===== src/hceb_pkg.sv =====
// Package with the register map, field positions and timing of the host config block.
package hceb_pkg;

    // ------------------------------------------------------------------
    // Register offsets
    // ------------------------------------------------------------------
    localparam logic [8:0] CHIP_STRAP_CONFIG_OFS  = 9'h108;
    localparam logic [8:0] HOST_MAC_ADDR_LOW_OFS  = 9'h110;
    localparam logic [8:0] HOST_MAC_ADDR_MID_OFS  = 9'h112;
    localparam logic [8:0] HOST_MAC_ADDR_HIGH_OFS = 9'h114;
    localparam logic [8:0] EEPROM_PIN_CONTROL_OFS = 9'h122;
    localparam logic [8:0] MEM_SELFTEST_INFO_OFS  = 9'h124;
    localparam logic [8:0] GLOBAL_RESET_OFS       = 9'h126;

    // ------------------------------------------------------------------
    // Field positions
    // ------------------------------------------------------------------
    localparam int CFG_ENDIAN_BIT    = 10;
    localparam int CFG_PRESENCE_BIT  = 9;
    localparam int CFG_BUS8_BIT      = 7;
    localparam int CFG_BUS16_BIT     = 6;
    localparam int CFG_SHARED_BIT    = 4;
    localparam int CFG_CONST_LSB     = 0;
    localparam logic [3:0] CFG_CONST_VAL = 4'h2;

    localparam int EEP_DIR_BIT       = 5;
    localparam int EEP_EN_BIT        = 4;
    localparam int EEP_DIN_BIT       = 3;
    localparam int EEP_DO_BIT        = 2;
    localparam int EEP_SK_BIT        = 1;
    localparam int EEP_CS_BIT        = 0;

    localparam int BIST_DONE_BIT     = 15;
    localparam int BIST_TX_CMP_BIT   = 12;
    localparam int BIST_TX_FAIL_BIT  = 11;
    localparam int BIST_TX_CNT_LSB   = 8;
    localparam int BIST_RX_CMP_BIT   = 4;
    localparam int BIST_RX_FAIL_BIT  = 3;
    localparam int BIST_RX_CNT_LSB   = 0;
    localparam int RSTC_BIST_BIT     = 3;

    // ------------------------------------------------------------------
    // Serial EEPROM load sequence
    // ------------------------------------------------------------------
    localparam logic [5:0] ROM_FIRST_WORD = 6'h01;
    localparam logic [5:0] ROM_MID_WORD   = 6'h02;
    localparam logic [5:0] ROM_LAST_WORD  = 6'h03;
    localparam logic [2:0] ROM_READ_CMD   = 3'h6;
    localparam logic [4:0] ROM_CMD_BITS   = 5'h09;
    localparam logic [4:0] ROM_DATA_BITS  = 5'h10;

    // ------------------------------------------------------------------
    // Timing
    // ------------------------------------------------------------------
    localparam int CLK_PERIOD_PS   = 5000;
    localparam int SK_HALF_NS      = 1000;
    localparam logic [7:0] SK_HALF_CYC =
        8'((SK_HALF_NS * 1000 + CLK_PERIOD_PS - 1) / CLK_PERIOD_PS);
    localparam logic [7:0] STRAP_SETTLE_CYC = 8'h03;

    // ------------------------------------------------------------------
    // Types
    // ------------------------------------------------------------------
    typedef enum logic [2:0] {
        LD_IDLE = 3'h0,
        LD_SEND = 3'h1,
        LD_RECV = 3'h3,
        LD_GAP  = 3'h2,
        LD_DONE = 3'h6
    } hceb_load_t;

    typedef struct packed {
        logic [1:0]  endian_sync;
        logic [1:0]  width_sync;
        logic [1:0]  presence_sync;
        logic [1:0]  data_sync;
        logic        endian_flag;
        logic        presence_flag;
        logic        width16_flag;
        hceb_load_t  load_state;
        logic [7:0]  tick_cnt;
        logic [4:0]  bit_cnt;
        logic [15:0] shift;
        logic [5:0]  word_addr;
        logic        ld_sk;
        logic        ld_cs;
        logic [15:0] mac_low;
        logic [15:0] mac_mid;
        logic [15:0] mac_high;
        logic        sw_dir;
        logic        sw_en;
        logic        sw_do;
        logic        sw_sk;
        logic        sw_cs;
        logic        bist_start;
        logic [15:0] rdata;
        logic        pin_do;
        logic        pin_oe;
        logic        pin_sk;
        logic        pin_cs;
    } hceb_state_t;

endpackage : hceb_pkg


===== src/hceb_regs.sv =====
// Host configuration, MAC address, EEPROM pin control and self-test register group.
`timescale 1ns/100ps

module hceb_regs
    import hceb_pkg::*;
(
    // Clock and reset
    input  wire logic        CLK,
    input  wire logic        RST,
    // Strap pins
    input  wire logic        ENDIAN_STRAP_PIN,
    input  wire logic        BUS_WIDTH_STRAP_PIN,
    input  wire logic        ROM_PRESENCE_STRAP_PIN,
    // Register access port
    input  wire logic [8:0]  REG_ADDR,
    input  wire logic        REG_WR,
    input  wire logic        REG_RD,
    input  wire logic [1:0]  REG_BE,
    input  wire logic [15:0] REG_WDATA,
    output logic      [15:0] REG_RDATA,
    // Serial EEPROM pins
    input  wire logic        ROM_DATA_PIN_I,
    output logic             ROM_DATA_PIN_O,
    output logic             ROM_DATA_PIN_OE,
    output logic             ROM_CLOCK_PIN,
    output logic             ROM_SELECT_PIN,
    // Memory self-test engines
    output logic             SELFTEST_START,
    input  wire logic        TX_SELFTEST_COMPLETE,
    input  wire logic        TX_SELFTEST_FAILED,
    input  wire logic [2:0]  TX_SELFTEST_FAIL_COUNT,
    input  wire logic        RX_SELFTEST_COMPLETE,
    input  wire logic        RX_SELFTEST_FAILED,
    input  wire logic [2:0]  RX_SELFTEST_FAIL_COUNT
);

    hceb_state_t st_reg;
    hceb_state_t st_next;

    // ------------------------------------------------------------------
    // Byte-lane merge
    // ------------------------------------------------------------------
    function automatic logic [15:0] merge_be(input logic [15:0] old_val,
                                             input logic [15:0] new_val,
                                             input logic [1:0]  be);
        logic [15:0] res;
        res = old_val;
        if (be[0]) begin
            res[7:0] = new_val[7:0];
        end
        if (be[1]) begin
            res[15:8] = new_val[15:8];
        end
        return res;
    endfunction : merge_be

    // ------------------------------------------------------------------
    // Next state
    // ------------------------------------------------------------------
    always_comb begin
        logic        half_end;
        logic        wr_hit;
        logic [15:0] rd_val;
        half_end = 1'b0;
        wr_hit   = 1'b0;
        rd_val   = 16'h0000;
        st_next  = st_reg;

        // Pins from outside are synchronised before any use.
        st_next.endian_sync   = {st_reg.endian_sync[0], ENDIAN_STRAP_PIN};
        st_next.width_sync    = {st_reg.width_sync[0], BUS_WIDTH_STRAP_PIN};
        st_next.presence_sync = {st_reg.presence_sync[0], ROM_PRESENCE_STRAP_PIN};
        st_next.data_sync     = {st_reg.data_sync[0], ROM_DATA_PIN_I};

        // Serial clock half-period timer for the loader.
        if (st_reg.load_state != LD_IDLE && st_reg.load_state != LD_DONE) begin
            if (st_reg.tick_cnt == SK_HALF_CYC - 8'h01) begin
                st_next.tick_cnt = 8'h00;
                half_end         = 1'b1;
            end else begin
                st_next.tick_cnt = st_reg.tick_cnt + 8'h01;
            end
        end

        // EEPROM loader.
        case (st_reg.load_state)
            LD_IDLE: begin
                st_next.tick_cnt = st_reg.tick_cnt + 8'h01;
                if (st_reg.tick_cnt == STRAP_SETTLE_CYC) begin
                    // Straps are taken once per reset, then held.
                    st_next.endian_flag   = st_reg.endian_sync[1];
                    st_next.presence_flag = st_reg.presence_sync[1];
                    st_next.width16_flag  = st_reg.width_sync[1];
                    st_next.tick_cnt      = 8'h00;
                    if (st_reg.presence_sync[1]) begin
                        st_next.load_state = LD_SEND;
                        st_next.word_addr  = ROM_FIRST_WORD;
                        st_next.shift      = {ROM_READ_CMD, ROM_FIRST_WORD, 7'h00};
                        st_next.bit_cnt    = 5'h00;
                        st_next.ld_cs      = 1'b1;
                    end else begin
                        st_next.load_state = LD_DONE;
                    end
                end
            end
            LD_SEND: begin
                if (half_end) begin
                    st_next.ld_sk = ~st_reg.ld_sk;
                    if (st_reg.ld_sk) begin
                        st_next.shift   = {st_reg.shift[14:0], 1'b0};
                        st_next.bit_cnt = st_reg.bit_cnt + 5'h01;
                        if (st_reg.bit_cnt == ROM_CMD_BITS - 5'h01) begin
                            st_next.bit_cnt    = 5'h00;
                            st_next.load_state = LD_RECV;
                        end
                    end
                end
            end
            LD_RECV: begin
                if (half_end) begin
                    st_next.ld_sk = ~st_reg.ld_sk;
                    if (!st_reg.ld_sk) begin
                        st_next.shift = {st_reg.shift[14:0], st_reg.data_sync[1]};
                    end else begin
                        st_next.bit_cnt = st_reg.bit_cnt + 5'h01;
                        if (st_reg.bit_cnt == ROM_DATA_BITS - 5'h01) begin
                            st_next.ld_cs      = 1'b0;
                            st_next.load_state = LD_GAP;
                            case (st_reg.word_addr)
                                ROM_FIRST_WORD: st_next.mac_low  = st_reg.shift;
                                ROM_MID_WORD:   st_next.mac_mid  = st_reg.shift;
                                default:        st_next.mac_high = st_reg.shift;
                            endcase
                        end
                    end
                end
            end
            LD_GAP: begin
                if (half_end) begin
                    if (st_reg.word_addr == ROM_LAST_WORD) begin
                        st_next.load_state = LD_DONE;
                    end else begin
                        st_next.word_addr  = st_reg.word_addr + 6'h01;
                        st_next.shift      = {ROM_READ_CMD, 6'(st_reg.word_addr + 6'h01), 7'h00};
                        st_next.bit_cnt    = 5'h00;
                        st_next.ld_cs      = 1'b1;
                        st_next.load_state = LD_SEND;
                    end
                end
            end
            LD_DONE: begin
                st_next.ld_sk = 1'b0;
                st_next.ld_cs = 1'b0;
            end
            default: begin
                st_next.load_state = LD_DONE;
            end
        endcase

        // Register writes; MAC writes only touch the registers.
        wr_hit = REG_WR;
        if (wr_hit) begin
            case (REG_ADDR)
                HOST_MAC_ADDR_LOW_OFS: begin
                    st_next.mac_low = merge_be(st_next.mac_low, REG_WDATA, REG_BE);
                end
                HOST_MAC_ADDR_MID_OFS: begin
                    st_next.mac_mid = merge_be(st_next.mac_mid, REG_WDATA, REG_BE);
                end
                HOST_MAC_ADDR_HIGH_OFS: begin
                    st_next.mac_high = merge_be(st_next.mac_high, REG_WDATA, REG_BE);
                end
                EEPROM_PIN_CONTROL_OFS: begin
                    if (REG_BE[0]) begin
                        st_next.sw_dir = REG_WDATA[EEP_DIR_BIT];
                        st_next.sw_en  = REG_WDATA[EEP_EN_BIT];
                        st_next.sw_do  = REG_WDATA[EEP_DO_BIT];
                        st_next.sw_sk  = REG_WDATA[EEP_SK_BIT];
                        st_next.sw_cs  = REG_WDATA[EEP_CS_BIT];
                    end
                end
                GLOBAL_RESET_OFS: begin
                    if (REG_BE[0]) begin
                        st_next.bist_start = REG_WDATA[RSTC_BIST_BIT];
                    end
                end
                default: begin
                    st_next.bist_start = st_next.bist_start;
                end
            endcase
        end

        // Register reads; unlisted bits stay zero.
        case (REG_ADDR)
            CHIP_STRAP_CONFIG_OFS: begin
                rd_val[CFG_ENDIAN_BIT]   = st_reg.endian_flag;
                rd_val[CFG_PRESENCE_BIT] = st_reg.presence_flag;
                rd_val[CFG_BUS8_BIT]     = ~st_reg.width16_flag;
                rd_val[CFG_BUS16_BIT]    = st_reg.width16_flag;
                rd_val[CFG_SHARED_BIT]   = 1'b1;
                rd_val[CFG_CONST_LSB +: 4] = CFG_CONST_VAL;
            end
            HOST_MAC_ADDR_LOW_OFS:  rd_val = st_reg.mac_low;
            HOST_MAC_ADDR_MID_OFS:  rd_val = st_reg.mac_mid;
            HOST_MAC_ADDR_HIGH_OFS: rd_val = st_reg.mac_high;
            EEPROM_PIN_CONTROL_OFS: begin
                rd_val[EEP_EN_BIT]  = st_reg.sw_en;
                rd_val[EEP_DIN_BIT] = st_reg.data_sync[1];
                rd_val[EEP_DO_BIT]  = st_reg.sw_do;
                rd_val[EEP_SK_BIT]  = st_reg.sw_sk;
                rd_val[EEP_CS_BIT]  = st_reg.sw_cs;
            end
            MEM_SELFTEST_INFO_OFS: begin
                rd_val[BIST_DONE_BIT] = TX_SELFTEST_COMPLETE & RX_SELFTEST_COMPLETE;
                rd_val[BIST_TX_CMP_BIT]     = TX_SELFTEST_COMPLETE;
                rd_val[BIST_TX_FAIL_BIT]    = TX_SELFTEST_FAILED;
                rd_val[BIST_TX_CNT_LSB +: 3] = TX_SELFTEST_FAIL_COUNT;
                rd_val[BIST_RX_CMP_BIT]     = RX_SELFTEST_COMPLETE;
                rd_val[BIST_RX_FAIL_BIT]    = RX_SELFTEST_FAILED;
                rd_val[BIST_RX_CNT_LSB +: 3] = RX_SELFTEST_FAIL_COUNT;
            end
            GLOBAL_RESET_OFS: rd_val[RSTC_BIST_BIT] = st_reg.bist_start;
            default:          rd_val = 16'h0000;
        endcase
        if (REG_RD) begin
            st_next.rdata = rd_val;
        end

        // EEPROM pins: loader owns them until it finishes, then software may.
        if (st_reg.load_state != LD_DONE) begin
            st_next.pin_do = st_reg.shift[15];
            st_next.pin_oe = (st_reg.load_state == LD_SEND);
            st_next.pin_sk = st_reg.ld_sk;
            st_next.pin_cs = st_reg.ld_cs;
        end else if (st_reg.sw_en) begin
            st_next.pin_do = st_reg.sw_do;
            st_next.pin_oe = st_reg.sw_dir;
            st_next.pin_sk = st_reg.sw_sk;
            st_next.pin_cs = st_reg.sw_cs;
        end else begin
            st_next.pin_do = 1'b0;
            st_next.pin_oe = 1'b0;
            st_next.pin_sk = 1'b0;
            st_next.pin_cs = 1'b0;
        end
    end

    // ------------------------------------------------------------------
    // State register
    // ------------------------------------------------------------------
    always_ff @(posedge CLK or posedge RST) begin
        if (RST) begin
            st_reg            <= '0;
            st_reg.load_state <= LD_IDLE;
        end else begin
            st_reg <= st_next;
        end
    end

    // ------------------------------------------------------------------
    // Outputs
    // ------------------------------------------------------------------
    assign REG_RDATA       = st_reg.rdata;
    assign ROM_DATA_PIN_O  = st_reg.pin_do;
    assign ROM_DATA_PIN_OE = st_reg.pin_oe;
    assign ROM_CLOCK_PIN   = st_reg.pin_sk;
    assign ROM_SELECT_PIN  = st_reg.pin_cs;
    assign SELFTEST_START  = st_reg.bist_start;

endmodule : hceb_regs


===== config.mk =====
export PLATFORM = sky130hd
export DESIGN_NAME = hceb_regs
export DESIGN_NICKNAME = d
export VERILOG_FILES = /design/src/hceb_pkg.sv /design/src/hceb_regs.sv
export SDC_FILE = /design/constraint.sdc
export NUM_CORES = 1
export LEC_CHECK = 0
export CORE_ASPECT_RATIO = 0.5
export CORE_MARGIN = 3
export CORE_UTILIZATION = 40
export DETAILED_ROUTE_END_ITERATION = 7
export DONT_BUFFER_PORTS = 1
export MAX_ROUTING_LAYER = met4
export SYNTH_ARGS = -nofsm -noshare
export SYNTH_HDL_FRONTEND = slang
export SYNTH_SLANG_ARGS = --single-unit

===== constraint.sdc =====
create_clock -name CLK -period 4.9 [get_ports CLK]
set_clock_uncertainty 0.1 [all_clocks]
set_input_delay 0.49 -clock CLK [delete_from_list [all_inputs] [get_ports CLK]]
set_output_delay 0.49 -clock CLK [all_outputs]
set_load 0.005 [all_outputs]

==> qor.csv, run 1 <==
stage,metric,value,unit
floorplanning,Initial Util,41.7,%
clocking,post-CTS setup buffer count,0,
logic_synthesis,mux contribution to synthesized area,3.16,%
finish,fraction of layout cells with a size suffix above 1,9.14,%
clocking,cts repair resizes,0,
drt,DRC Markers,0,
logic_synthesis,share of flip-flops with an asynchronous set or reset,100,%
setup_path,worst r2r src,st_reg[111]$_DFFE_PP0P_,
logic_synthesis,main combinational cell family by area after synthesis,simple AND/OR/NAND/NOR gates,
place,DP Cell Count,873,
grt,initial antenna violation count,0,
grt,GRT Total Usage,20.8,%
logic_synthesis,"top cells by area, synth","dfrtp_1 (48%), nand2_1 (7.9%), a31oi_1 (5.0%)",
finish,n_diodes,0,
timing,TNS Setup,0,ns
setup_path,CP Class,reg2reg,
clocking,Max Root-Sink Buffers,2,
setup_path,R2R cell count,5,
logic_synthesis,Synth cell types,65,
logic_synthesis,Cells after Synth,705,
floorplanning,# rows,32,
logic_synthesis,XOR/XNOR share of the synthesized area,1.21,%
power,Leakage Power,3.02,nW
setup_path,slowest CP cell,nor2b_1,
timing,max-slew violations,0,
drt,drt wl/cell,19.4,um
logic_synthesis,register area share after synthesis,47.8,%
setup_path,Reg-to-Reg End,st_reg[29]$_DFF_PP0_,
floorplanning,chip height,96.4,um
finish,final instance area,0.00710,mm^2
floorplanning,IO Pins,66,
setup_path,FF-to-FF setup slack,1.99,ns
grt,first-pass GRT wire length,28.3,mm
timing,shortest period the worst path allows,2.91,ns
grt,total grt overflow,0,
setup_path,Critical Path Source Type,flop,
place,final weighted congestion in routability-driven placement,0.835,
drt,Initial DRC Count,555,
place,placed inst area,0.00649,mm^2
logic_synthesis,Syn Std Cell Area,0.00654,mm^2
setup_path,Setup crit start,st_reg[111]$_DFFE_PP0P_,
logic_synthesis,Yosys top cell by area,dfrtp_1,
run,Max-Cap Viols,0,
logic_synthesis,"Top FF cell, synth",dfrtp_1,
power,worst vdd ir,0.000207,V
drt,vias per cell,5.79,
setup_path,max incr delay on CP,0.80,ns
setup_path,Critical Path RT,5.06,ns
timing,"Setup violations, final",0,
drt,TritonRoute pass-1 iters,6,
timing,Slew HR,38.0,%
logic_synthesis,most frequent cell after synthesis,nand2_1,
logic_synthesis,post-synthesis sequential element count,125,
setup_path,Crit. End Element,flop,
floorplanning,chip width,187,um
finish,"non-filler cells, final",910,
drt,routed vias,5270,
clocking,CTS tree,built,
setup_path,worst-path cell chain,nor2b_1 -> nand3_4 -> or3_1 -> nand2_1 -> a31oi_1,
timing,"Hold Vio Cnt, Final",0,
clocking,root buffer cell,clkbuf_16,
logic_synthesis,post-synthesis adder-cell area fraction,1.34,%
place,PortBufs,0,
setup_path,CP max FO,16,
power,PwrDens,395,mW/mm^2
timing,fin crit share,59.4,%
outcome,status,completed,
floorplanning,die area,0.0180,mm^2
clocking,CTS sink count,125,
logic_synthesis,compound-cell area share of the yosys netlist,18.0,%
timing,worst-margin pin slew,0.928,ns
place,DP Wirelength,12.5,mm
logic_synthesis,Synth top cells by count,"nand2_1 (137), dfrtp_1 (125), nor2_1 (79)",
logic_synthesis,Synth warnings,0,
drt,total wire length,17.7,mm
finish,Total Nets Final,728,
clocking,Num CTS Buffers,17,
grt,pin count of the biggest net entering global routing,71,
floorplanning,Core Box Area,0.0157,mm^2
logic_synthesis,post-synthesis simple-gate area fraction,22.6,%
finish,Largest register FFs,100,
clocking,"Clk Latency, worst-skew pair",0.42,ns
clocking,CTS H-tree depth,4,
finish,final core utilization,45.2,%
logic_synthesis,Mean Syn Cell Area,9.27,um^2
logic_synthesis,post-synth top area share,47.8,%
timing,FMAX,343,MHz
clocking,Worst-path clk slew,0.06,ns
logic_synthesis,Mapped Nets,757,
finish,Area Overhead vs Synth,8.61,%
setup_path,worst setup path end,st_reg[29]$_DFF_PP0_,
grt,vias in the first global route,5008,
setup_path,Worst Path Arrival,3.07,ns
drt,Routed Antenna Nets,0,
timing,RSZ-0062 raised after global routing,false,
hold_path,class of the worst hold path,in2reg,
logic_synthesis,number of synthesized flops with an enable pin,0,
-- layout make-up --
cell class                 instances  area [um^2]
sequential                       125         3130
clock buffer                      19          443
timing repair buffer               7         65.1
fill                            1519         8590
tap                              221          277
multi-input combinational        513         3030
inverter                          12         47.5
clock inverter                    13          115
-- placed cells by master (no fill, tap or decap), drive strengths merged, types with 5 or more instances in the layout --
| cell | synthesis | routed |
|---|---|---|
| a21oi | 21 | 21 |
| a221oi | 5 | 5 |
| a222oi | 9 | 9 |
| a22o | 10 | 10 |
| a22oi | 7 | 7 |
| a31oi | 52 | 52 |
| and3 | 12 | 12 |
| and4 | 6 | 6 |
| clkbuf | 15 | 19 |
| clkinv | 0 | 5 |
| dfrtp | 125 | 125 |
| dlygate4sd3 | 0 | 5 |
| ha | 7 | 7 |
| inv | 12 | 15 |
| mux2 | 15 | 15 |
| nand2 | 138 | 138 |
| nand2b | 5 | 5 |
| nand3 | 25 | 25 |
| nor2 | 79 | 79 |
| nor2b | 12 | 12 |
| nor3 | 10 | 10 |
| o21ai | 28 | 28 |
| o2bb2ai | 7 | 7 |
| o31ai | 5 | 5 |
| xnor2 | 6 | 6 |
-- cell families after synthesis --
| kind of cell | after synthesis |
|---|---|
| and+or+nand+nor | 311 |
| AOI/OAI and AO/OA | 168 |
| DFF | 125 |
| buffers and inverters | 67 |
| muxes | 18 |
| xor gates and xnor gates | 9 |
| adders and majority gates | 7 |
-- power breakdown --
group / switching (W) / internal (W)
Combinational: 0.000239 / 0.000153
Sequential: 0.000109 / 0.00111
Clock: 0.000489 / 0.000711
Total: 0.000837 / 0.00197
-- routing by layer --
layer | wire length (um) | GRT usage (%) | part of all wire, %
met1 | 8320 | 28.1 | 47
met4 | 176 | 5.47 | 1.0
met5 | 0 | - | 0
met2 | 7480 | 30.7 | 42
met3 | 1700 | 6.34 | 9.6
-- critical path, delay by kind of cell, from the launching register on --
family / cells / cell delay, ns
AND/OR/NAND/NOR: 4 / 1.94
AO/OA/AOI/OAI: 1 / 0.09
flip-flops: 1 / 0.62
-- how the worst min path moves through the flow --
stage	cells past startpoint	from	slack, ns	end
2_1_floorplan	0	st_next[118]$_DFF_PP0_	0.23	st_reg[118]$_DFF_PP0_
3_3_place_gp	1	RST	0.12	st_next[118]$_DFF_PP0_
3_5_place_dp	1	RST	0.13	st_next[118]$_DFF_PP0_
4_1_cts	1	REG_RD	0.03	REG_RDATA[0]$_DFFE_PP0P_
5_1_grt	1	REG_RD	0.04	REG_RDATA[0]$_DFFE_PP0P_
6_report	1	REG_RD	0.04	REG_RDATA[0]$_DFFE_PP0P_
-- what timing repair did --
item | CTS | global route
endpoints found under the setup margin | 0 | 0
hold endpoints to repair | 5 | 0
hold buffers | 5 | 0
-- stage by stage --
stage	worst slack (ns)	hold WS, ns	power [W]
final	1.99	0.0415	0.00281
after global routing	1.77	0.0412	0.00294
after CTS	1.99	0.0331	0.00283
after detailed placement	2.03	0.127	0.00162
after global placement	2.02	0.124	0.00161
after floorplan	0.982	0.231	0.00153
No activity file was read; power rests on OpenSTA's default activity.
==> run 2, diff against run 1 <==
==> constraint.sdc (replaced) <==
create_clock -name CLK -period 2.54 [get_ports CLK]
set_clock_uncertainty 0.1 [all_clocks]
set_input_delay 0.254 -clock CLK [delete_from_list [all_inputs] [get_ports CLK]]
set_output_delay 0.254 -clock CLK [all_outputs]
set_load 0.005 [all_outputs]
==> run 2 against run 1 <==
- flip-flop and latch count did not move
- clock-buffer cell count shrank 1
- final cell count rose by 5.5%
- global-route usage rose by 0.92 points
- die area unchanged
- sequential power is 89% higher
- worst setup slack got worse by 1.8 ns
- worst hold slack worse by 0.026 ns
- via count up 3.8%
- largest cell class unchanged
==> qor.csv, run 2 (synthesis results as in run 1) <==
stage,metric,value,unit
setup_path,Critical Path Source Type,flop,
finish,"most common cell after layout, fill and taps aside",nand2_1,
clocking,CTS H-tree depth,4,
floorplanning,die area,0.0180,mm^2
grt,GR peak layer,met2,
floorplanning,IO Pins,66,
finish,final instance area,0.00760,mm^2
floorplanning,# rows,32,
floorplanning,Initial Util,41.7,%
setup_path,Crit. End Element,flop,
timing,max-slew violations,0,
grt,first-pass GRT wire length,29.6,mm
setup_path,CP Class,reg2reg,
run,Max-Cap Viols,0,
outcome,status,completed,
floorplanning,chip height,96.4,um
clocking,CTS sink count,125,
setup_path,CP max FO,16,
clocking,"Clk Latency, worst-skew pair",0.42,ns
drt,total wire length,18.3,mm
place,PortBufs,0,
drt,drt wl/cell,19.1,um
floorplanning,chip width,187,um
drt,TritonRoute pass-1 iters,8,
timing,shortest period the worst path allows,2.38,ns
timing,fin crit share,93.9,%
drt,DRC Markers,0,
place,DP Cell Count,898,
grt,total grt overflow,0,
clocking,Num CTS Buffers,17,
setup_path,Worst Path Arrival,2.60,ns
grt,initial antenna violation count,0,
place,DP Wirelength,12.7,mm
finish,most frequent cells in the layout,"nand2_1 (137), dfrtp_1 (125), nor2_1 (79), a31oi_1 (52), dlygate4sd3_1 (30)",
power,Leakage Power,3.26,nW
finish,"non-filler cells, final",960,
finish,Area Overhead vs Synth,16.2,%
timing,worst-margin pin slew,0.691,ns
timing,TNS Setup,0,ns
power,Power Total,0.00570,W
power,worst vdd ir,0.000439,V
power,PwrDens,750,mW/mm^2
timing,FMAX,419,MHz
grt,met1 usage,29.3,%
timing,RSZ-0062 raised after global routing,false,
finish,fraction of layout cells with a size suffix above 1,12.4,%
clocking,root buffer cell,clkbuf_16,
finish,Largest register FFs,100,
grt,GRT Total Usage,21.7,%
clocking,Max Root-Sink Buffers,2,
grt,GR met2 Demand/Resource,32.2,%
place,final weighted congestion in routability-driven placement,0.891,
finish,Total Nets Final,778,
setup_path,Critical Path RT,2.76,ns
clocking,Worst-path clk slew,0.06,ns
timing,"Hold Vio Cnt, Final",0,
drt,routed vias,5468,
clocking,post-CTS setup buffer count,0,
clocking,CTS tree,built,
place,placed inst area,0.00670,mm^2
timing,Slew HR,52.8,%
grt,pin count of the biggest net entering global routing,126,
hold_path,class of the worst hold path,in2reg,
drt,vias per cell,5.70,
drt,Routed Antenna Nets,0,
grt,GR Layer Usage met3,6.56,%
timing,"Setup violations, final",0,
finish,n_diodes,0,
floorplanning,Core Box Area,0.0157,mm^2
drt,Initial DRC Count,629,
grt,vias in the first global route,5311,
[run 2: cell count changes in the layout (fill, tap and decap cells not counted), sizes merged]
| cell | change |
|---|---|
| clkinv | -1 |
| dlygate4sd3 | +25 |
| clkinvlp | +1 |
| bufinv | +1 |
| clkbuf | -1 |
| buf | +25 |
[run 2: path summary, 6_finish.rpt]
kind | endpoint | slack (ns) | cells past startpoint | startpoint
min reg2reg | st_reg[122]$_DFF_PP0_ | 0.25 | 0 | st_next[122]$_DFF_PP0_
max | st_reg[46]$_DFF_PP0_ | 0.16 | 8 | st_reg[98]$_DFFE_PP0P_
min in group asynchronous | st_next[122]$_DFF_PP0_ | 0.38 | 3 | RST
max in group asynchronous | REG_RDATA[12]$_DFFE_PP0P_ | 1.43 | 3 | RST
max reg2reg | st_reg[46]$_DFF_PP0_ | 0.16 | 8 | st_reg[98]$_DFFE_PP0P_
min | REG_RDATA[15]$_DFFE_PP0P_ | 0.02 | 3 | REG_ADDR[2]
[run 2: final cells by class]
type,count,area [um^2]
clock buffer,18,439
clock inverter,14,161
fill,1490,8100
inverter,12,48.8
multi-input combinational,513,3030
sequential,125,3130
tap,221,277
timing repair buffer,57,515
[run 2: routing by layer]
metal	vias up	wire (um)	part of all wire, %
li1	2554	-	-
met1	2699	8490	46
met2	203	7970	43
met3	12	1760	9.6
met4	0	123	0.67
met5	-	0	0
[run 2: where the power goes]
group | switching [W] | total (W) | internal [W]
logic | 0.000550 | 0.000921 | 0.000372
registers | 0.000164 | 0.00230 | 0.00213
clock network | 0.000990 | 0.00248 | 0.00149
total | 0.00170 | 0.00570 | 0.00400
[run 2: timing repair]
item                                    4_1_cts  5_1_grt
endpoints found under the setup margin       19        1
hold buffers                                 30        0
gates resized for setup                       2        1
endpoints found under the hold margin       194        0
[run 2: metrics by stage]
stage	hold WS (ns)	utilization, %	worst slack (ns)
after global placement	0.186	42.7	0.0105
after floorplan	0.185	-	0.370
final	0.0154	48.4	0.156
after global routing	0.00599	48.4	0.0607
after CTS	0.00402	48.4	0.128
after detailed placement	0.186	42.7	-0.0322
[run 2: worst max-delay path: stages, from the launching register on]
cell     delay (ns)
dfrtp_1        0.41
ha_1           0.21
and3_1         0.17
ha_1           0.19
and3_1         0.15
and3_1         0.22
and3_2         0.45
nand2_1        0.14
a31oi_1        0.24
